===== config.mk =====
export PLATFORM = sky130hd
export DESIGN_NAME = timer_channel_output_control
export DESIGN_NICKNAME = d
export VERILOG_FILES = /design/src/design/channel_counter.v /design/src/design/timer_channel_output_control.v
export VERILOG_INCLUDE_DIRS = /design/src /design/src/include
export SDC_FILE = /design/constraint.sdc
export NUM_CORES = 1
export LEC_CHECK = 0
export BUFFER_PORTS_ARGS = -buffer_cell sky130_fd_sc_hd__buf_2
export CORE_UTILIZATION = 39
export DETAILED_ROUTE_END_ITERATION = 8
export SYNTH_ARGS = -nofsm -noshare
export SYNTH_HDL_FRONTEND = slang
export SYNTH_HIERARCHICAL = 1
export SYNTH_SLANG_ARGS = --single-unit

===== constraint.sdc =====
create_clock -name clk -period 1.83 [get_ports clk]
set_input_delay 0.366 -clock clk [delete_from_list [all_inputs] [get_ports clk]]
set_output_delay 0.366 -clock clk [all_outputs]
set_load 0.05 [all_outputs]

===== src/include/timer_output_map.vh =====
// Register map and constants for the timer channel output control block.
// Assumes a 32-bit APB bus; every register takes one aligned word.
`ifndef TIMER_OUTPUT_MAP_VH
`define TIMER_OUTPUT_MAP_VH

`define ADDR_COMPARE 8'h00
`define ADDR_LEVELS 8'h04
`define ADDR_ENABLES 8'h08
`define ADDR_MODE 8'h0C
`define ADDR_STATUS 8'h10

`define COMPARE_RESET 16'h0000
`define LEVELS_RESET 4'h0
`define ENABLES_RESET 4'h0
`define MODE_RESET 2'h0

`define MODE_SQUARE 2'h0
`define MODE_PWM 2'h1
`define MODE_STOP 2'h2
`define MODE_MSB 1

`define RUN_BIT 2
`define ZERO_WORD 32'h00000000
`define COUNT_ONE 16'h0001

`endif


===== src/design/channel_counter.v =====
// One down-counter for a timer channel, reloading from its compare value.
// Assumes the compare value comes from a register on the same clock.
`timescale 1ns/1ps
`include "timer_output_map.vh"

module channel_counter #(
	parameter WIDTH = 16
) (
	input wire clk,
	input wire rst,
	input wire run,
	input wire [WIDTH-1:0] reload,
	output reg [WIDTH-1:0] count_reg,
	output reg expire_reg
);
	always @(posedge clk or posedge rst) begin
		if (rst) begin
			count_reg <= {WIDTH{1'b0}};
			expire_reg <= 1'b0;
		end else if (!run) begin
			count_reg <= reload;
			expire_reg <= 1'b0;
		end else if (count_reg == {WIDTH{1'b0}}) begin
			count_reg <= reload;
			expire_reg <= 1'b1;
		end else begin
			count_reg <= count_reg - {{(WIDTH-1){1'b0}}, 1'b1};
			expire_reg <= 1'b0;
		end
	end
endmodule // channel_counter


===== src/design/timer_channel_output_control.v =====
// Output control for the channels of a timer array unit, with APB registers.
// Assumes a single clock domain; pins are driven straight from flip-flops.
`timescale 1ns/1ps
`include "timer_output_map.vh"

module timer_channel_output_control #(
	parameter CHANNELS = 4,
	parameter WIDTH = 16
) (
	input wire clk,
	input wire rst,
	input wire psel,
	input wire penable,
	input wire pwrite,
	input wire [7:0] paddr,
	input wire [31:0] pwdata,
	output reg [31:0] prdata,
	output reg pready,
	output reg pslverr,
	output reg [CHANNELS-1:0] channel_out
);
	// Bus answer states, one-hot: idle until a setup cycle, then one answering access cycle.
	localparam BUS_WAIT = 2'b01;
	localparam BUS_ANSWER = 2'b10;
	localparam DATA_BITS = 32;

	reg [1:0] bus_state_reg;
	reg [1:0] bus_state_next;
	reg [WIDTH-1:0] channel_compare_value_reg;
	reg [WIDTH-1:0] channel_compare_value_next;
	reg [CHANNELS-1:0] timer_output_levels_reg;
	wire [CHANNELS-1:0] timer_output_levels_next;
	reg [CHANNELS-1:0] timer_output_enables_reg;
	reg [CHANNELS-1:0] timer_output_enables_next;
	reg [1:0] mode_reg;
	reg [1:0] mode_next;
	reg pwm_phase_reg;
	reg pwm_phase_next;
	reg [31:0] read_next;
	reg [31:0] prdata_next;
	reg pready_next;
	reg pslverr_next;
	reg decode_ok;
	reg run;
	reg pwm_mode;
	wire [31:0] compare_word;
	wire [31:0] levels_word;
	wire [31:0] enables_word;
	wire [31:0] mode_word;
	wire [31:0] status_word;
	wire [WIDTH-1:0] count;
	wire expire;
	wire setup;
	wire access;
	wire wr;
	wire rd_setup;
	wire wr_compare;
	wire wr_levels;
	wire wr_enables;
	wire wr_mode;
	genvar ch;

	assign setup = psel && !penable;
	// A write lands only at the edge where the master samples pready, so nothing is committed early.
	assign access = psel && penable && pready;
	assign wr = access && pwrite;
	assign rd_setup = setup && !pwrite;
	assign wr_compare = wr && (paddr == `ADDR_COMPARE);
	assign wr_levels = wr && (paddr == `ADDR_LEVELS);
	assign wr_enables = wr && (paddr == `ADDR_ENABLES);
	assign wr_mode = wr && (paddr == `ADDR_MODE);

	assign compare_word = {{(DATA_BITS-WIDTH){1'b0}}, channel_compare_value_reg};
	assign levels_word = {{(DATA_BITS-CHANNELS){1'b0}}, timer_output_levels_reg};
	assign enables_word = {{(DATA_BITS-CHANNELS){1'b0}}, timer_output_enables_reg};
	assign mode_word = {{(DATA_BITS-`MODE_MSB-1){1'b0}}, mode_reg};
	assign status_word = {{(DATA_BITS-WIDTH){1'b0}}, count};

	channel_counter #(
		.WIDTH(WIDTH)
	) counter_inst (
		.clk(clk),
		.rst(rst),
		.run(run),
		.reload(channel_compare_value_reg),
		.count_reg(count),
		.expire_reg(expire)
	);

	// Mode decode; the spare code counts like square wave so a stray value never freezes a pin.
	always @* begin
		run = 1'b1;
		pwm_mode = 1'b0;
		case (mode_reg)
			`MODE_SQUARE: begin
				run = 1'b1;
				pwm_mode = 1'b0;
			end
			`MODE_PWM: begin
				run = 1'b1;
				pwm_mode = 1'b1;
			end
			`MODE_STOP: begin
				run = 1'b0;
				pwm_mode = 1'b0;
			end
			default: begin
				run = 1'b1;
				pwm_mode = 1'b0;
			end
		endcase
	end

	// Address decode for the implemented words.
	always @* begin
		decode_ok = 1'b1;
		read_next = `ZERO_WORD;
		case (paddr)
			`ADDR_COMPARE: begin
				read_next = compare_word;
			end
			`ADDR_LEVELS: begin
				read_next = levels_word;
			end
			`ADDR_ENABLES: begin
				read_next = enables_word;
			end
			`ADDR_MODE: begin
				read_next = mode_word;
			end
			`ADDR_STATUS: begin
				read_next = status_word;
			end
			default: begin
				decode_ok = 1'b0;
			end
		endcase
	end

	// Bus answer sequencing.
	always @* begin
		bus_state_next = bus_state_reg;
		case (bus_state_reg)
			BUS_WAIT: begin
				if (setup) begin
					bus_state_next = BUS_ANSWER;
				end
			end
			BUS_ANSWER: begin
				bus_state_next = BUS_WAIT;
			end
			default: begin
				bus_state_next = BUS_WAIT;
			end
		endcase
	end

	// Read data is captured at setup and then held, so it stays valid until the next read.
	always @* begin
		pready_next = (bus_state_next == BUS_ANSWER);
		pslverr_next = (bus_state_next == BUS_ANSWER) && !decode_ok;
		prdata_next = prdata;
		if (rd_setup && (bus_state_reg == BUS_WAIT)) begin
			prdata_next = read_next;
		end
	end

	always @* begin
		channel_compare_value_next = channel_compare_value_reg;
		if (wr_compare) begin
			channel_compare_value_next = pwdata[WIDTH-1:0];
		end
	end

	always @* begin
		timer_output_enables_next = timer_output_enables_reg;
		if (wr_enables) begin
			timer_output_enables_next = pwdata[CHANNELS-1:0];
		end
	end

	always @* begin
		mode_next = mode_reg;
		if (wr_mode) begin
			mode_next = pwdata[`MODE_MSB:0];
		end
	end

	// PWM phase alternates high and low periods of the compare interval.
	always @* begin
		pwm_phase_next = pwm_phase_reg;
		if (expire) begin
			pwm_phase_next = ~pwm_phase_reg;
		end
	end

	// Per-channel level update; a bus write only reaches disabled channels.
	generate
		for (ch = 0; ch < CHANNELS; ch = ch + 1) begin : channel_slot
			reg slot_next;
			wire slot_enabled;
			wire slot_event_level;
			assign slot_enabled = timer_output_enables_reg[ch];
			assign slot_event_level = pwm_mode ? ~pwm_phase_reg : ~timer_output_levels_reg[ch];
			always @* begin
				slot_next = timer_output_levels_reg[ch];
				if (slot_enabled) begin
					if (expire) begin
						slot_next = slot_event_level;
					end
				end else if (wr_levels) begin
					slot_next = pwdata[ch];
				end
			end
			assign timer_output_levels_next[ch] = slot_next;
		end
	endgenerate

	// Bus answer registers.
	always @(posedge clk or posedge rst) begin
		if (rst) begin
			bus_state_reg <= BUS_WAIT;
		end else begin
			bus_state_reg <= bus_state_next;
		end
	end

	always @(posedge clk or posedge rst) begin
		if (rst) begin
			pready <= 1'b0;
		end else begin
			pready <= pready_next;
		end
	end

	always @(posedge clk or posedge rst) begin
		if (rst) begin
			pslverr <= 1'b0;
		end else begin
			pslverr <= pslverr_next;
		end
	end

	always @(posedge clk or posedge rst) begin
		if (rst) begin
			prdata <= `ZERO_WORD;
		end else begin
			prdata <= prdata_next;
		end
	end

	// Control registers.
	always @(posedge clk or posedge rst) begin
		if (rst) begin
			channel_compare_value_reg <= `COMPARE_RESET;
		end else begin
			channel_compare_value_reg <= channel_compare_value_next;
		end
	end

	always @(posedge clk or posedge rst) begin
		if (rst) begin
			timer_output_enables_reg <= `ENABLES_RESET;
		end else begin
			timer_output_enables_reg <= timer_output_enables_next;
		end
	end

	always @(posedge clk or posedge rst) begin
		if (rst) begin
			mode_reg <= `MODE_RESET;
		end else begin
			mode_reg <= mode_next;
		end
	end

	always @(posedge clk or posedge rst) begin
		if (rst) begin
			pwm_phase_reg <= 1'b0;
		end else begin
			pwm_phase_reg <= pwm_phase_next;
		end
	end

	// Channel levels and pins share one next value, so a pin never lags its level bit.
	always @(posedge clk or posedge rst) begin
		if (rst) begin
			timer_output_levels_reg <= `LEVELS_RESET;
			channel_out <= {CHANNELS{1'b0}};
		end else begin
			timer_output_levels_reg <= timer_output_levels_next;
			channel_out <= timer_output_levels_next;
		end
	end
endmodule // timer_channel_output_control


==> results.md, run 1 <==
- Clock sink total: 64
- First drt pass iteration count: 4
- Post-DP HPWL: between 5000 and 6000 um
- HP Class: in2async
- Clk root buf: clkbuf_8
- Cell count after placement: ~490
- CP top delay family: simple AND/OR/NAND/NOR gates
- Worst relative slew slack: 0.542
- Power density over the cells: 1020 nW/um2
- Pwr Total: between 4000 and 5000 uW
- Sequential area share after synthesis: 0.485
- Initial DRC Count: 96
- EDFF count, synth: 0
- Distinct cells, synth: 50
- Vias per inst: roughly 5
- Pin count of the biggest net entering global routing: 24
- Share of layout cells above drive strength 1: 0.372
- Cell breakdown of the critical path: or4_4, o41ai_4, buf_4, buf_6, nand2b_4, o31a_1
- Bufs on Longest Clock Path: 2
- Core box area: between 8000 and 9000 um2
- Via count: 2532
- Pins Over Slew Limit: 0
- Crit path required time: 2.06 ns
- Mapped cell area: about 3300 um2
- Reg-to-reg startpoint: counter_inst/count_reg[8]$_DFF_PP0_
- CP startpoint kind: flop
- Syn Inst Count: 306
- Setup WS pre-CTS: -0.181 ns
- TritonCTS buffer count: 9
- Status: finished, violations left
- IO Count: 83
- Pleak: 0.00204 uW
- Critical path buffer and inverter count: 2
- RSZ-0062 raised after global routing: true
- Commonest non-fill, non-tap cell in the layout: dfrtp_1
- Synth Register Bits: 64
- Min cycle time layout: between 1.5 and 2 ns
- CP Data Arrival Time: 2.14 ns
- Routed wire length: roughly 7000 um
- Slew @ Worst Pin: between 0.6 and 0.7 ns
- Worst setup path category: reg2reg
- Die Wd: 94.1 um
- Primary FF master, synth: dfrtp_1
- Most frequent cells in the layout: 63 x dfrtp_1, 51 x buf_2, 45 x nand2_1
- # port buffers: 50
- Clock power share: 0.283
- Violated checks: setup timing
- Die Area: 8850 um2
- Final ANT Viol Nets: 0
- Clock skew: approximately 0.0071 ns
- Fin cells: about 510
- Vias in the first global route: around 2400
- Final nets: 443
- Critical Path Slowest Stage Cell: or4_4
- Diode count: 0
- Initial Util: 0.402
- Worst setup EP type: flop
- Clk Latency, worst-skew pair: about 0.34 ns
- Layout area overhead: 25.4%
- Worst-path maximum fanout: 5
- Post-synth ARST share: 1.00
- Rows: 33
- Final WS setup: -0.0838 ns
- WL/cell: roughly 14 um
- Slowest cell delay on critical path: 0.56 ns
- GP Congestion: 0.803
- Global route total overflow: 0
- Sequential power share: 0.407
- Maxcap violations: 0
- Critical path launch point: counter_inst/count_reg[8]$_DFF_PP0_
- Comb pwr share: 0.310
- Final setup viols: 11
- Antenna violations before repair: 0
- Syn Area/Cell: about 11 um2
- First-pass GRT wire length: between 10000 and 15000 um
- Final-report hold violation count: 0
- Internal Power: between 2000 and 3000 uW
- Final Util: 0.504
- Switching fraction of total power: 0.326
- Die Y: approximately 94 um
- Switch Pwr: 1380 uW
- H-tree levels: 3
- Hold Buf Count CTS: 0
- Total negative slack: -0.387 ns
- VDD IR-drop max: about 460 uV
- Fmax: approximately 520 MHz
- CTS tree: done
- Clk pin slew, worst setup/hold paths: approximately 0.070 ns
- DRC violations left: 0
- Yosys warns: 6
- GRT Util Overall: 0.176
- Post-route clock period utilization: 1.05
[routing by layer]
metal	GRT usage	up-vias	part of all wire
li1	-	1243	-
met1	0.242	1220	0.48
met2	0.268	61	0.46
met3	0.0453	8	0.045
met4	0.0615	0	0.012
met5	0	-	0
[power by group through the flow]
stage	clock network (uW)	registers, uW	logic, uW
after detailed placement	0	1750	1270
after global placement	0	1740	1260
after global routing	1290	1750	1420
final	1200	1720	1310
after CTS	1230	1720	1290
after floorplan	0	1850	625
[cell type report]
| class | instances | area [um2] |
|---|---|---|
| Fill cell | 773 | 4070 |
| Multi-Input combinational cell | 224 | 1610 |
| Sequential cell | 64 | 1600 |
| Timing Repair Buffer | 90 | 581 |
| Tap cell | 105 | 131 |
| Clock buffer | 9 | 124 |
| Clock inverter | 7 | 72.6 |
| Inverter | 7 | 26.3 |
[final timing paths]
| check | end | slack (ns) | cells after the start |
|---|---|---|---|
| worst max-delay path | counter_inst/count_reg[15]$_DFF_PP0_ | -0.08 | 6 |
| worst min-delay path | timer_output_levels_reg[1]$_DFFE_PP0P_ | 0.06 | 2 |
| worst max register to register | counter_inst/count_reg[15]$_DFF_PP0_ | -0.08 | 6 |
| worst min register to register | pready$_DFF_PP0_ | 0.46 | 1 |
| max in group asynchronous | counter_inst/count_reg[1]$_DFF_PP0_ | 1.26 | 2 |
| min in group clk | pready$_DFF_PP0_ | 0.23 | 2 |
[cell usage after synthesis, types with 2 or more instances]
library cell   n  area [um2]
a21o_1         2        15.0
a21oi_1        3        15.0
a22oi_1        2        15.0
a31oi_1        2        12.5
buf_2          3        15.0
buf_4         17         128
clkbuf_1       5        18.8
dfrtp_1       63        1580
ha_1           2        25.0
inv_1          7        26.3
mux2_2        12         135
mux2_4        10         150
mux2i_1       14         140
mux4_2         2        45.0
nand2_1       47         176
nand2b_1       9        56.3
nand3_1        7        35.0
nand3b_1       3        22.5
nand4_1        2        12.5
nor2_1         7        26.3
nor2b_1        2        12.5
nor3_1         5        25.0
nor4_1         5        31.3
nor4bb_1       2        20.0
o21ai_0       30         150
o221ai_1       4        35.0
o31a_1         2        17.5
o31ai_1        3        22.5
or4_4          3        33.8
xnor2_1        5        43.8
xor2_1         7        61.3
[logic make-up (layout without fill, tap and decap cells)]
logic type	after synthesis	in the layout	synth area share
buffers and inverters	33	113	0.0602
AND/OR/NAND/NOR	105	105	0.173
multiplexers	38	38	0.142
other	1	16	0.00113
XOR/XNOR	12	12	0.0318
flip-flops	64	64	0.485
adder cells (fa/ha/maj)	2	2	0.00757
AO/OA/AOI/OAI	51	51	0.0988
[timing repair]
action	CTS	global route
setup endpoints to repair	16	23
cloned	4	0
resized for setup	12	7
buffers inserted	3	0
pin swaps	1	0
[per-stage QoR]
| stage | hold WS, ns | cell area [um2] |
|---|---|---|
| final | 0.0577 | 4140 |
| after global routing | 0.0802 | 4140 |
| after CTS | 0.0588 | 4140 |
| after detailed placement | 0.429 | 3870 |
| after global placement | 0.423 | 3870 |
| after floorplan | 0.292 | 3380 |
No activity file was read; power rests on OpenSTA's default activity.
==> run 2: changes to the inputs <==
==> constraint.sdc (replaced) <==
create_clock -name clk -period 1.65 [get_ports clk]
set_input_delay 0.33 -clock clk [delete_from_list [all_inputs] [get_ports clk]]
set_output_delay 0.33 -clock clk [all_outputs]
set_load 0.05 [all_outputs]
==> results.md, run 2 (synthesis results as in run 1) <==
- Initial DRC Count: just under 60
- Die Wd: about 94 um
- Most frequent cells in the layout: 63 x dfrtp_1, 50 x buf_2, 40 x nand2_1
- Maxcap violations: 0
- Power density over the cells: 1140 nW/um2
- DR WL met3: around 180 um
- RSZ-0062 raised after global routing: true
- Hold Buf Count CTS: 0
- Worst setup path category: reg2reg
- TritonCTS buffer count: 9
- DRC violations left: 0
- Final setup viols: 17
- Final nets: around 450
- Worst-path maximum fanout: 8
- Post-route clock period utilization: 1.16
- Pwr Total: 4910 uW
- Crit path required time: 1.87 ns
- Internal Power: ~3400 uW
- Routed wire length: 7480 um
- Clock skew: about 0.013 ns
- Status: finished, violations left
- M1 WL: around 3500 um
- Violated checks: setup timing
- Pins Over Slew Limit: 0
- Commonest non-fill, non-tap cell in the layout: dfrtp_1
- Fmax: approximately 520 MHz
- Sequential power share: 0.390
- Clk Latency, worst-skew pair: between 0.3 and 0.4 ns
- H-tree levels: 3
- Share of layout cells above drive strength 1: 0.415
- Post-DP HPWL: around 5400 um
- CTS tree: done
- IO Count: between 80 and 90
- Switch Pwr: 1560 uW
- # port buffers: 50
- Die Y: approximately 94 um
- Worst setup EP type: flop
- First-pass GRT wire length: approximately 12000 um
- Die Area: roughly 8800 um2
- Clk root buf: clkbuf_8
- Clock sink total: 64
- Layout area overhead: 30.9%
- Final-report hold violation count: 0
- Vias per inst: 5.05
- GP Congestion: 0.786
- Diode count: 0
- CP startpoint kind: flop
- Worst hold slack: 0.00696 ns
- Comb pwr share: 0.333
- DR top layer: met4
- Wire length on met2: around 3700 um
- Final WS setup: -0.262 ns
- Clock power share: 0.276
- Pin count of the biggest net entering global routing: 48
- GRT Util Overall: 0.183
- Final ANT Viol Nets: 0
- VDD IR-drop max: 464 uV
- WL/cell: approximately 15 um
- Setup WS pre-CTS: -0.308 ns
- Core box area: about 8200 um2
- CP Data Arrival Time: 2.14 ns
- Rows: 33
- HP Class: in2async
- Via count: between 2000 and 3000
- Global route total overflow: 0
- Min cycle time layout: 1.91 ns
- Antenna violations before repair: 0
- Bufs on Longest Clock Path: 2
- First drt pass iteration count: 4
- Vias in the first global route: between 2000 and 3000
- Pleak: 0.00213 uW
- Initial Util: 0.402
- Switching fraction of total power: 0.317
- Clk pin slew, worst setup/hold paths: ~0.07 ns
==> run 2: what timing repair did <==
action | CTS | global route
resized for setup | 7 | 30
cloned | 0 | 1
buffers inserted | 2 | 2
setup endpoints to repair | 30 | 29
pin swaps | 1 | 4
==> run 2: power by group through the flow <==
stage               Combinational (uW)  Clock [uW]  Sequential [uW]
floorplan                          696           0             2050
global placement                  1420           0             1930
detailed placement                1450           0             1930
CTS                               1470        1390             1910
global route                      1790        1460             1950
finish                            1640        1360             1920
==> run 2: worst max-delay path, stage by stage (launching register included) <==
cell and delay [ns]:
dfrtp_1 0.38, or4_4 0.56, o41ai_4 0.41, buf_4 0.19
buf_8 0.12, nand2b_4 0.05, o31a_1 0.09
==> run 2: worst paths after layout <==
check / slack [ns] / startpoint / to / cells past startpoint
max in group asynchronous: 1.33 / rst / bus_state_reg[0]$_DFF_PP1_ / 3
worst min-delay path: 0.007 / rst / channel_compare_value_reg[7]$_DFFE_PP0P_ / 3
worst max register to register: -0.26 / counter_inst/count_reg[9]$_DFF_PP0_ / counter_inst/count_reg[15]$_DFF_PP0_ / 6
worst max-delay path: -0.26 / counter_inst/count_reg[9]$_DFF_PP0_ / counter_inst/count_reg[15]$_DFF_PP0_ / 6
worst min register to register: 0.48 / prdata[5]$_DFFE_PP0P_ / prdata[5]$_DFFE_PP0P_ / 2
min in group clk: 0.22 / pwdata[14] / channel_compare_value_reg[14]$_DFFE_PP0P_ / 2
==> run 2: final cells by class <==
cell class	count	area (um2)
Clock buffer	13	159
Clock inverter	3	40.0
Multi-Input combinational cell	224	1720
Sequential cell	64	1600
Timing Repair Buffer	96	652
Inverter	7	26.3
Tap cell	105	131
Fill cell	768	3890
==> run 2: per-stage QoR <==
| stage | utilization | setup TNS [ns] | instance area, um2 | cells |
|---|---|---|---|---|
| after floorplan | - | -5.65 | 3420 | 321 |
| after global placement | 0.482 | -10.59 | 3960 | 491 |
| after detailed placement | 0.482 | -12.12 | 3960 | 491 |
| after CTS | 0.511 | -2.80 | 4200 | 509 |
| after global routing | 0.527 | -4.42 | 4330 | 512 |
| final | 0.527 | -3.44 | 4330 | 512 |
==> run 2: routing by layer <==
layer,GRT usage,up-vias
met5,0,-
met4,0.0808,0
met3,0.0340,9
met2,0.293,41
met1,0.241,1284
li1,-,1251
==> run 3: changes to the inputs <==
--- a/config.mk
+++ b/config.mk
@@ -9,6 +9,7 @@
 export BUFFER_PORTS_ARGS = -buffer_cell sky130_fd_sc_hd__buf_2
 export CORE_UTILIZATION = 39
 export DETAILED_ROUTE_END_ITERATION = 8
+export SKIP_LAST_GASP = 1
 export SYNTH_ARGS = -nofsm -noshare
 export SYNTH_HDL_FRONTEND = slang
 export SYNTH_HIERARCHICAL = 1
==> results.md, run 3 (synthesis results as in run 1) <==
- Status: finished, violations left
- Violated checks: setup timing
- HP Class: in2async
- Die Y: ~94 um
- Worst setup path category: reg2reg
- Pins Over Slew Limit: 0
- GP Congestion: 0.786
- Worst-path maximum fanout: 8
- Post-route clock period utilization: 1.16
- RSZ-0062 raised after global routing: true
- Initial DRC Count: 68
- Pleak: 0.00212 uW
- Crit path required time: ~1.9 ns
- CTS tree: done
- Final ANT Viol Nets: 0
- Setup WS pre-CTS: -0.308 ns
- Comb pwr share: 0.329
- Reg2reg end: counter_inst/count_reg[15]$_DFF_PP0_
- Clk root buf: clkbuf_8
- First drt pass iteration count: 4
- Clock sink total: 64
- TritonCTS buffer count: 9
- Diode count: 0
- Pin count of the biggest net entering global routing: 48
- FF-to-FF path depth: 6
- Most frequent cells in the layout: 63 x dfrtp_1, 50 x buf_2, 41 x nand2_1
- Global route total overflow: 0
- H-tree levels: 3
- Clock power share: 0.278
- Via count: around 2600
- DR top layer: met4
- Min cycle time layout: about 1.9 ns
- Vias per inst: between 5 and 6
- CP Data Arrival Time: roughly 2.1 ns
- Sequential power share: 0.393
- Routed wire length: between 7000 and 8000 um
- Rows: 33
- Design area: 4320 um2
- Clk pin slew, worst setup/hold paths: ~0.07 ns
- Switch Pwr: 1550 uW
- Internal Power: 3330 uW
- Reg-to-reg startpoint: counter_inst/count_reg[9]$_DFF_PP0_
- Vias in the first global route: approximately 2600
- M1 WL: 3500 um
- Core box area: a little over 8000 um2
- Initial Util: 0.402
- VDD IR-drop max: 463 uV
- Share of layout cells above drive strength 1: 0.410
- Fmax: 522 MHz
- Clock skew: approximately 0.013 ns
- Power density over the cells: around 1100 nW/um2
- Die Wd: around 94 um
- Final WS setup: -0.267 ns
- Antenna violations before repair: 0
- Commonest non-fill, non-tap cell in the layout: dfrtp_1
- Final setup viols: 17
- Placed inst area: approximately 4000 um2
- First-pass GRT wire length: around 12000 um
- Bufs on Longest Clock Path: 2
- Switching fraction of total power: 0.318
- Final-report hold violation count: 0
- Clk Latency, worst-skew pair: between 0.3 and 0.4 ns
- Final nets: approximately 450
- Post-DP HPWL: ~5400 um
- DR WL met3: ~220 um
- Flop2flop setup slack: -0.27 ns
- CP startpoint kind: flop
- Layout area overhead: 30.7%
- Worst setup EP type: flop
- Hold Buf Count CTS: 0
- # port buffers: 50
- Wire length on met2: roughly 3600 um
- GRT Util Overall: 0.183
- WL/cell: between 10 and 15 um
- Maxcap violations: 0
- Die Area: between 8000 and 9000 um2
- DRC violations left: 0
- IO Count: between 80 and 90
run 3: cell counts in the layout (fill, tap and decap cells not counted):
No cell type changed its count.
run 3: stage by stage:
stage               TNS [ns]  hold WS, ns  total power [uW]  utilization  cells
floorplan              -5.65        0.256              2740            -    321
global placement      -10.59        0.382              3350        0.482    491
detailed placement    -12.12        0.386              3390        0.482    491
CTS                    -2.82       0.0142              4770        0.511    509
global route           -4.48       0.0295              5170        0.526    512
finish                 -3.52      0.00787              4880        0.526    512
run 3: critical path: stages (launching register included):
cell	delay, ns
dfrtp_1	0.38
or4_4	0.56
o41ai_4	0.41
buf_4	0.19
buf_8	0.12
nand2b_4	0.05
o31a_1	0.09
run 3: power groups by stage:
stage | registers (uW) | clock network, uW | logic, uW
floorplan | 2050 | 0 | 696
global placement | 1930 | 0 | 1420
detailed placement | 1930 | 0 | 1450
CTS | 1910 | 1390 | 1470
global route | 1950 | 1460 | 1760
finish | 1920 | 1360 | 1610
run 3: per-layer routing:
layer,GRT usage,up-vias
li1,-,1249
met1,0.241,1275
met2,0.293,50
met3,0.0340,9
met4,0.0808,0
met5,0,-
run 3: final cells by class:
class                   count  area (um2)
clock buffers              13         159
clock inverters             3        40.0
fillers                   767        3900
inverters                   7        26.3
multi-input cells         224        1710
flip-flops and latches     64        1600
well taps                 105         131
repair buffers             96         652
run 3: how the worst max path moves through the flow:
stage                                   startpoint  depth (start not counted)  slack (ns)                                     end
2_1_floorplan  counter_inst/count_reg[0]$_DFF_PP0_                          7       -0.28     counter_inst/count_reg[7]$_DFF_PP0_
3_3_place_gp                              paddr[1]                          5       -0.29  timer_output_levels_reg[3]$_DFFE_PP0P_
3_5_place_dp                              paddr[1]                          5       -0.31  timer_output_levels_reg[0]$_DFFE_PP0P_
4_1_cts        counter_inst/count_reg[8]$_DFF_PP0_                          5       -0.21     counter_inst/count_reg[7]$_DFF_PP0_
5_1_grt        counter_inst/count_reg[9]$_DFF_PP0_                          6       -0.33    counter_inst/count_reg[15]$_DFF_PP0_
6_report       counter_inst/count_reg[9]$_DFF_PP0_                          6       -0.27    counter_inst/count_reg[15]$_DFF_PP0_
run 3: repair_timing:
item / 4_1_cts / 5_1_grt
gates resized for setup: 4 / 28
endpoints found under the setup margin: 30 / 29
pin swaps: 1 / 2
setup buffers: 2 / 2
cloned: 0 / 1
hold endpoints to repair: 0 / 0
